--- src/verilog/hls_pkg.sv ---
// shared constants for the hardware loop setup decoder
package hls_pkg;
  // instruction fields
  localparam logic [6:0] OPC_LOOP    = 7'h7B;
  localparam int         OPC_LSB     = 0;
  localparam int         OPC_MSB     = 6;
  localparam int         IDX_BIT     = 7;
  localparam int         RSV_LSB     = 8;
  localparam int         RSV_MSB     = 11;
  localparam int         FN_LSB      = 12;
  localparam int         FN_MSB      = 14;
  localparam int         SRC_LSB     = 15;
  localparam int         SRC_MSB     = 19;
  localparam int         LIMM_LSB    = 20;
  localparam int         LIMM_MSB    = 31;
  localparam logic [3:0] RSV_ZERO    = 4'h0;
  localparam logic [4:0] SRC_ZERO    = 5'h00;
  localparam logic [11:0] LIMM_ZERO  = 12'h000;
  // function codes
  localparam logic [2:0] FN_BEGIN    = 3'h0;
  localparam logic [2:0] FN_FINISH   = 3'h1;
  localparam logic [2:0] FN_ITER_REG = 3'h2;
  localparam logic [2:0] FN_ITER_IMM = 3'h3;
  localparam logic [2:0] FN_INIT_REG = 3'h4;
  localparam logic [2:0] FN_INIT_IMM = 3'h5;
  // loop geometry
  localparam int         NUM_LOOPS   = 2;
  localparam logic [31:0] NEXT_INSN  = 32'h0000_0004;
  localparam logic [31:0] RST_ADDR   = 32'h0000_0000;
  localparam logic [31:0] RST_COUNT  = 32'h0000_0000;
endpackage : hls_pkg

--- src/verilog/hls_loop_ctx.sv ---
// one loop context: start, end and count storage with redirect check
`timescale 1ns/100ps
`default_nettype none
module hls_loop_ctx #(
  parameter int W = 32
) (
  // clock and reset
  input  wire logic         clk,
  input  wire logic         sys_rst,
  // setup writes
  input  wire logic         wrBegin,
  input  wire logic         wrFinish,
  input  wire logic         wrCount,
  input  wire logic [W-1:0] beginVal,
  input  wire logic [W-1:0] finishVal,
  input  wire logic [W-1:0] countVal,
  // execution side
  input  wire logic         execValid,
  input  wire logic [W-1:0] execPc,
  input  wire logic         allowHit,
  // state
  output logic [W-1:0]      loopBegin,
  output logic [W-1:0]      loopFinish,
  output logic [W-1:0]      loopCount,
  output logic              hit
);
  logic [W-1:0] begin_q;
  logic [W-1:0] finish_q;
  logic [W-1:0] count_q;
  logic [W-1:0] count_d;
  wire          atEnd = execValid && (execPc == finish_q);

  assign hit     = allowHit && atEnd && (count_q > W'(1));
  // setup write wins over the decrement
  assign count_d = wrCount ? countVal :
                   (allowHit && atEnd && count_q != '0) ? count_q - W'(1) :
                   count_q;

  always_ff @(posedge clk or posedge sys_rst) begin
    if (sys_rst) begin
      begin_q  <= hls_pkg::RST_ADDR;
      finish_q <= hls_pkg::RST_ADDR;
      count_q  <= hls_pkg::RST_COUNT;
    end else begin
      if (wrBegin) begin
        begin_q <= beginVal;
      end
      if (wrFinish) begin
        finish_q <= finishVal;
      end
      count_q <= count_d;
    end
  end

  assign loopBegin  = begin_q;
  assign loopFinish = finish_q;
  assign loopCount  = count_q;
endmodule : hls_loop_ctx
`default_nettype wire

--- src/verilog/hls_loop_setup.sv ---
// hardware loop setup decoder with two nested loop contexts
`timescale 1ns/100ps
`default_nettype none
module hls_loop_setup #(
  parameter bit custom_extension_enable = 1'b1,
  parameter int W = 32
) (
  // clock and reset
  input  wire logic         clk,
  input  wire logic         sys_rst,
  // decoded instruction from pipeline
  input  wire logic         insnValid,
  input  wire logic [31:0]  insnWord,
  input  wire logic [W-1:0] insnPc,
  input  wire logic [W-1:0] srcValue,
  // executing instruction address
  input  wire logic         execValid,
  input  wire logic [W-1:0] execPc,
  // decode status
  output logic              loopInsn,
  output logic              illegalLoop,
  // fetch redirect
  output logic              redirect,
  output logic [W-1:0]      redirectPc,
  // loop state
  output logic [W-1:0]      begin0,
  output logic [W-1:0]      finish0,
  output logic [W-1:0]      count0,
  output logic [W-1:0]      begin1,
  output logic [W-1:0]      finish1,
  output logic [W-1:0]      count1
);
  // field extraction
  wire logic [6:0]  opc    = insnWord[hls_pkg::OPC_MSB:hls_pkg::OPC_LSB];
  wire logic        idx    = insnWord[hls_pkg::IDX_BIT];
  wire logic [3:0]  rsv    = insnWord[hls_pkg::RSV_MSB:hls_pkg::RSV_LSB];
  wire logic [2:0]  fn     = insnWord[hls_pkg::FN_MSB:hls_pkg::FN_LSB];
  wire logic [4:0]  srcFld = insnWord[hls_pkg::SRC_MSB:hls_pkg::SRC_LSB];
  wire logic [11:0] limm   = insnWord[hls_pkg::LIMM_MSB:hls_pkg::LIMM_LSB];

  wire logic majorOk = insnValid && opc == hls_pkg::OPC_LOOP
                       && rsv == hls_pkg::RSV_ZERO;
  wire logic srcZero  = srcFld == hls_pkg::SRC_ZERO;
  wire logic limmZero = limm == hls_pkg::LIMM_ZERO;
  wire logic isBegin  = fn == hls_pkg::FN_BEGIN && srcZero;
  wire logic isFinish = fn == hls_pkg::FN_FINISH && srcZero;
  wire logic isIterR  = fn == hls_pkg::FN_ITER_REG && limmZero;
  wire logic isIterI  = fn == hls_pkg::FN_ITER_IMM && srcZero;
  wire logic isInitR  = fn == hls_pkg::FN_INIT_REG;
  wire logic isInitI  = fn == hls_pkg::FN_INIT_IMM;
  wire logic formOk   = isBegin | isFinish | isIterR | isIterI
                        | isInitR | isInitI;

  // nothing decodes when extension is off
  wire logic enabled = custom_extension_enable;
  wire logic accept  = enabled && majorOk && formOk;
  assign loopInsn    = accept;
  // unknown function codes under the loop opcode are flagged when the reserved bits are zero
  assign illegalLoop = enabled && majorOk && !formOk;

  // offsets are unsigned and halfword scaled
  wire logic [W-1:0] longOff  = W'({limm, 1'b0});
  wire logic [W-1:0] shortOff = W'({srcFld, 1'b0});
  // start from pc plus long offset
  wire logic [W-1:0] beginImm = insnPc + longOff;
  // end from pc plus long offset
  wire logic [W-1:0] finishImm = insnPc + longOff;
  // short forms start at next insn
  wire logic [W-1:0] beginNext = insnPc + W'(hls_pkg::NEXT_INSN);
  wire logic [W-1:0] finishShort = insnPc + shortOff;

  wire logic             wrBegin  = accept && (isBegin | isInitR | isInitI);
  wire logic             wrFinish = accept && (isFinish | isInitR | isInitI);
  wire logic             wrCount  = accept && (isIterR | isIterI
                                               | isInitR | isInitI);
  wire logic [W-1:0] beginVal  = isBegin ? beginImm : beginNext;
  // register setup end uses long offset
  wire logic [W-1:0] finishVal = isInitI ? finishShort : finishImm;
  wire logic [W-1:0] countVal  = (isIterR | isInitR) ? srcValue : W'(limm);

  wire logic [1:0] sel = {idx, !idx};

  logic [W-1:0] lb [hls_pkg::NUM_LOOPS];
  logic [W-1:0] lf [hls_pkg::NUM_LOOPS];
  logic [W-1:0] lc [hls_pkg::NUM_LOOPS];
  logic [1:0]   hits;
  logic [1:0]   allow;

  // inner loop (0) has priority; outer only acts if inner does not end here
  wire logic inner0End = execValid && execPc == lf[0] && lc[0] != '0;
  assign allow = {enabled && !inner0End, enabled};

  genvar g;
  generate
    for (g = 0; g < hls_pkg::NUM_LOOPS; g++) begin : gCtx
      hls_loop_ctx #(.W(W)) uCtx (
        .clk       (clk),
        .sys_rst   (sys_rst),
        .wrBegin   (wrBegin && sel[g]),
        .wrFinish  (wrFinish && sel[g]),
        .wrCount   (wrCount && sel[g]),
        .beginVal  (beginVal),
        .finishVal (finishVal),
        .countVal  (countVal),
        .execValid (execValid),
        .execPc    (execPc),
        .allowHit  (allow[g]),
        .loopBegin (lb[g]),
        .loopFinish(lf[g]),
        .loopCount (lc[g]),
        .hit       (hits[g])
      );
    end
  endgenerate

  // redirect to the start of the loop hit
  assign redirect   = |hits;
  assign redirectPc = hits[0] ? lb[0] : (hits[1] ? lb[1] : execPc);

  assign begin0  = lb[0];
  assign finish0 = lf[0];
  assign count0  = lc[0];
  assign begin1  = lb[1];
  assign finish1 = lf[1];
  assign count1  = lc[1];
endmodule : hls_loop_setup
`default_nettype wire

--- config.mk ---
export PLATFORM = sky130hd
export DESIGN_NAME = hls_loop_setup
export DESIGN_NICKNAME = d
export VERILOG_FILES = /design/src/verilog/hls_pkg.sv /design/src/verilog/hls_loop_ctx.sv /design/src/verilog/hls_loop_setup.sv
export SDC_FILE = /design/constraint.sdc
export NUM_CORES = 1
export LEC_CHECK = 0
export ABC_AREA = 0
export BUFFER_PORTS_ARGS = -buffer_cell sky130_fd_sc_hd__buf_4
export CORE_AREA = 3 3 205 207
export CTS_BUF_LIST = sky130_fd_sc_hd__clkbuf_4 sky130_fd_sc_hd__clkbuf_8 sky130_fd_sc_hd__clkbuf_16
export DETAILED_ROUTE_END_ITERATION = 10
export DIE_AREA = 0 0 208 210
export PLACE_DENSITY = 0.59
export SLEW_MARGIN = 20
export SYNTH_ARGS = -nofsm -noshare
export SYNTH_HDL_FRONTEND = slang
export SYNTH_SLANG_ARGS = --single-unit
--- constraint.sdc ---
create_clock -name clk -period 6.39 [get_ports clk]
set_input_delay 1.5975 -clock clk [delete_from_list [all_inputs] [get_ports clk]]
set_output_delay 1.5975 -clock clk [all_outputs]
set_load 0.02 [all_outputs]
== Word-level counts from Yosys, hierarchy flattened ==
Cells that the tools add are included.
Operators by class
  bitwise gates (word level): 13
  reductions and logical operators: 36
  add/subtract/negate cells: 5
  mux-type cells: 9
  $lt $le $gt $ge: 2
  eq/ne operators: 8
Operators by type and width (count)
  $mux 32: 9
  $eq 32x32->1: 2
  $gt 32x1->1 const B: 2
  $reduce_bool 32->1: 2
  $sub 32x1->32 const B: 2
  $add 32x13->32: 1
  $add 32x3->32 const B: 1
  $add 32x6->32: 1
  $logic_and 1x1->1: 24
  $or 1x1->1: 13
  $logic_not 12->1: 1
  $eq 7x7->1 const B: 1
  $eq 3x2->1 const B: 2
  $eq 3x3->1 const B: 2
  $logic_not 5->1: 1
  $logic_not 4->1: 1
  $reduce_bool 2->1: 2
  $eq 3x1->1 const B: 1
  $logic_not 1->1: 3
  $logic_not 3->1: 1
  $reduce_or 2->1: 1
Word-level totals
  bits of input ports: 132
  register bits after elaboration: 192

== Depth between registers and ports, before layout ==
  depth after elaboration: 11
  mapped depth: 11
  gate-level depth less buffers: 11

== Hierarchy ==
A second synthesis with hierarchy kept.
Unflattened totals
  cell total of the unflattened synthesis: 1421
  area total of the unflattened synthesis: 13396.6 sq um
By module, submodules not included
  hls_loop_ctx: area an instance 4757.1 sq um, cells each 418, seq. area each 2402.3 sq um, instances 2
  hls_loop_setup: area an instance 3882.5 sq um, cells each 585, seq. area each 0.0 sq um, instances 1

== Least setup slack after synthesis ==
OpenSTA, ideal clock, no wires.
  path kind: input to output
  start point: input execPc[31]
  end point: output redirectPc[10]
  data required time: 4.793 ns
  stages on the path: 10
  path slack: 1.043 ns
  buffers on the path: 2
  data arrival time: 3.749 ns
  cell sequence: xnor2_1 -> nand2_1 -> or4b_1 -> a2111o_1 -> buf_2 -> nand2_1 -> a21oi_4 -> buf_4 -> mux2i_1 -> a21oi_1
On the way
  cells in the longest elaborated chain, start to end: 8
  elaborated cells between the ends (all ways): 11
  those cells by class: eq/ne: 2; mux: 2; reduce/logical: 7
RTL lines
  from (decl): line hls_loop_setup.sv:18  | input wire logic [W-1:0] execPc,
  $eq 32x32->1: line hls_loop_ctx.sv:31, hls_loop_setup.sv:90
  $logic_and 1x1->1: line hls_loop_ctx.sv:31, hls_loop_setup.sv:90
  $logic_and 1x1->1: line hls_loop_setup.sv:90  | wire logic inner0End = execValid && execPc == lf[0] && lc[0] != '0;
  $logic_not 1->1: line hls_loop_setup.sv:91  | assign allow = {enabled && !inner0End, enabled};
  $logic_and 1x1->1 (2 in a row): line hls_loop_ctx.sv:33  | assign hit = allowHit && atEnd && (count_q > W'(1));
  $mux 32: line hls_loop_setup.sv:118  | assign redirectPc = hits[0] ? lb[0] : (hits[1] ? lb[1] : execPc);
  $mux 32 (*): line hls_loop_setup.sv:118
  to (decl): line hls_loop_setup.sv:24  | output logic [W-1:0] redirectPc,
Every way passes the cells marked *; elsewhere a longest branch is shown, timed or not.

== Worst setup path after layout ==
  start point: input execPc[7]
  end point: output redirectPc[8]
The elaborated chain is that of the path after synthesis.

==> results.md <==
* R2r worst-path depth at 8
* GRT Residual Overflow at 0
* Vias post-DR at 11500
* Final wirelength at 49.3 mm
* Final setup viols at 0
* EDFF count, synth at 0
* Final hold violations at 0
* Top cells by area, synth: dfrtp_1, xnor2_1, xor2_1
* HPWL Detailed at 38.7 mm
* Cts bufs inserted at 17
* H-tree depth at 4
* Largest net degree at the start of global routing at 129
* Layout cells sized above 1 at 27.8%
* Post-CTS Setup Bufs at 0
* Post-synth cell types at 66
* Status: finished, final reports clean
* Final slew viol count at 0
* Synth top area share at 39.8%
* Peak supply drop at 0.172 mV
* Clk_lat worst skew at 0.46 ns
* Mean Syn Cell Area at 8.88 um^2
* Largest family of logic cells by synthesized area: simple AND/OR/NAND/NOR gates
* Post-synth ARST share at 100%
* Synth Area in XOR/XNOR at 13.6%
* HP Class: reg2reg
* Area Growth Syn to Fin at 33.0%
* Pwr Density at 170 nW/um^2
* Clock Skews at 0.0149 ns
* Compound-Gate Fraction of Synth Area at 13.4%
* Clk pin slew, worst setup/hold paths at 0.07 ns
* Rel. slew slack at 32.5%
* Final ANT Viol Nets at 0
* Global-route wire length before repair at 72.7 mm
* IO Pins at 359
* Vias in the first global route at 11300
* Final nets at 1853
* DR iter-0 viols at 786
* # DRC at 0
* GP Congestion at 0.871
* Crit path arrival time at 4.28 ns
* Setup CP Type: in2out
* Simple-gate share of the synthesized area at 19.7%
* Post-Syn Instances at 1359
* Post-synthesis mux area share at 7.77%
* Slew @ Worst Pin at 1.01 ns
* Syn nets at 1517
* Cts repair resizes at 0
* Initial antenna violation count at 2
* Tot Pwr at 2.73 mW
* Multi-input logic area at 6970 um^2
* RSZ-0062 raised after global routing: false
* Total track usage at 21.9%
* Synth area leader: dfrtp_1
* CTS tree: done
* Vias per cell at 5.14
* Most used DFF post-synth: dfrtp_1
* Die Ht at 210 um
* DRT Pass-1 Iters at 5
* Die area at 43700 um^2
* Max Clock Freq at 0.170 GHz
* Max FO, Critical Path at 10
* Clock Tree Buf Depth at 2
* Core Region at 40600 um^2
* Starting Density at 29.7%
* Flip-flop and latch area at 4800 um^2
* Fill cells at 4133
* Crit path required time at 4.79 ns
* Post-route clock period utilization at 92.0%
* Average wire per standard cell at 22.0 um
* Setup TNS at 0 ns
* Type of origin of the critical path: input pin
* Num rows at 74
* Post-synthesis adder-cell area fraction at 2.82%
* Leakage at 7.55 nW
* Post-synthesis sequential area ratio at 39.8%
* Hold Crit Depth at 2
* Final Critical Period at 5.88 ns
* Count of input and output buffers at 358
* #FFs+latches synth at 192
* Max_cap viols at 0
* CP Capture Type: primary output
* Hold_buf cts at 0
* Post-Syn Area at 12100 um^2
* Clock Tree Root: clkbuf_16
* Yosys warns at 0
* Die width at 208 um
* Clk sinks at 192
final timing paths:
check | start | endpoint | slack (ns)
worst min register to register | gCtx[1].uCtx.loopBegin[6] | gCtx[1].uCtx.loopBegin[6] | 0.51
worst max register to register | gCtx[0].uCtx.loopCount[2] | gCtx[1].uCtx.loopCount[31] | 2.83
min in group asynchronous | sys_rst | gCtx[1].uCtx.loopCount[11] | 1.29
worst min-delay path | gCtx[1].uCtx.loopBegin[6] | gCtx[1].uCtx.loopBegin[6] | 0.51
max in group asynchronous | sys_rst | gCtx[0].uCtx.loopFinish[5] | 4.33
worst max-delay path | execPc[7] | redirectPc[8] | 0.51
cell type report:
class	instances	area share, %
well taps	532	4.15
clock inverters	13	0.913
flip-flops and latches	192	30.0
clock buffers	19	2.82
multi-input cells	1080	43.5
inverters	18	0.445
diodes	1	0.0156
repair buffers	386	18.2
kinds of logic (layout without fill, tap and decap cells):
family          count (synthesis)  in the layout
buf+inv                        87            436
compound gates                290            290
fa+ha+maj                      26             26
simple gates                  487            487
flops                         192            192
other cells                     0              1
mux                            90             90
xor+xnor                      187            187
registers in the layout, indices dropped and copies added, names as in the netlist:
signal and flops:
gCtx.uCtx.loopBegin 64, gCtx.uCtx.loopCount 64, gCtx.uCtx.loopFinish 64
through the flow:
stage	cell area, um^2	hold slack (ns)	worst slack, ns	utilization (%)	cells
global placement	15400	0.493	0.488	38.1	2208
finish	16000	0.514	0.510	39.5	2241
global route	16000	0.534	0.292	39.5	2241
detailed placement	15400	0.496	0.454	38.1	2208
CTS	16000	0.515	0.438	39.5	2240
floorplan	12100	0.605	1.04	-	1359
per-layer routing:
metal	track usage (%)	part of all wire [%]	up-vias
met5	0	0	-
met4	6.65	2.4	0
met3	6.10	7.7	49
met2	36.3	48	436
met1	28.1	42	5596
li1	-	-	5427
cell usage in the layout, fill, tap and decap left out, types with 6 or more instances in the layout:
master       n
a21o_1       6
a21oi_1    103
and2_1       6
and3_1       6
buf_4      384
clkbuf_16   17
dfrtp_1    192
ha_1        24
inv_1       17
mux2_2      29
mux2i_1     61
nand2_1    183
nand3_1     46
nand3b_1    11
nand4_1     17
nand4b_1     7
nor2_1     101
nor2b_1      7
nor3_1      23
nor4_1      16
o21ai_0    132
o21ai_1      9
or3_1       12
or4_1       18
xnor2_1    107
xor2_1      80
Yosys cell counts (5+ instances only):
| library cell | count |
|---|---|
| or2_2 | 5 |
| or3_1 | 12 |
| a21oi_1 | 103 |
| nor2b_1 | 7 |
| a21o_1 | 6 |
| nand3b_1 | 11 |
| o21ai_1 | 11 |
| mux2i_1 | 61 |
| nand4b_1 | 7 |
| and3_1 | 6 |
| nor3_1 | 23 |
| xnor2_1 | 107 |
| or4_1 | 18 |
| nor4_1 | 16 |
| a21boi_0 | 6 |
| nand3_1 | 46 |
| mux2_2 | 29 |
| nand4_1 | 17 |
| dfrtp_1 | 192 |
| ha_1 | 24 |
| and2_1 | 6 |
| o21ai_0 | 133 |
| clkbuf_1 | 57 |
| buf_1 | 5 |
| nand2_1 | 186 |
| inv_1 | 18 |
| xor2_1 | 80 |
| nor2_1 | 101 |
| and4_1 | 5 |
report_power, final:
part           switching, mW  internal (mW)  total, mW
clock network          0.541          0.575       1.12
logic                  0.235          0.159      0.394
registers            0.00187           1.22       1.22
total                  0.778           1.95       2.73
critical path: stages:
cell and delay (ns):
buf_4 0.13, xnor2_1 0.26, nand2_1 0.11, or4b_1 0.56, a2111o_1 0.55, nand2_1 0.26
a21oi_4 0.06, buf_4 0.26, mux2i_1 0.14, a21oi_1 0.18, buf_4 0.17
Note: power is estimated with default switching activity, not from simulation.
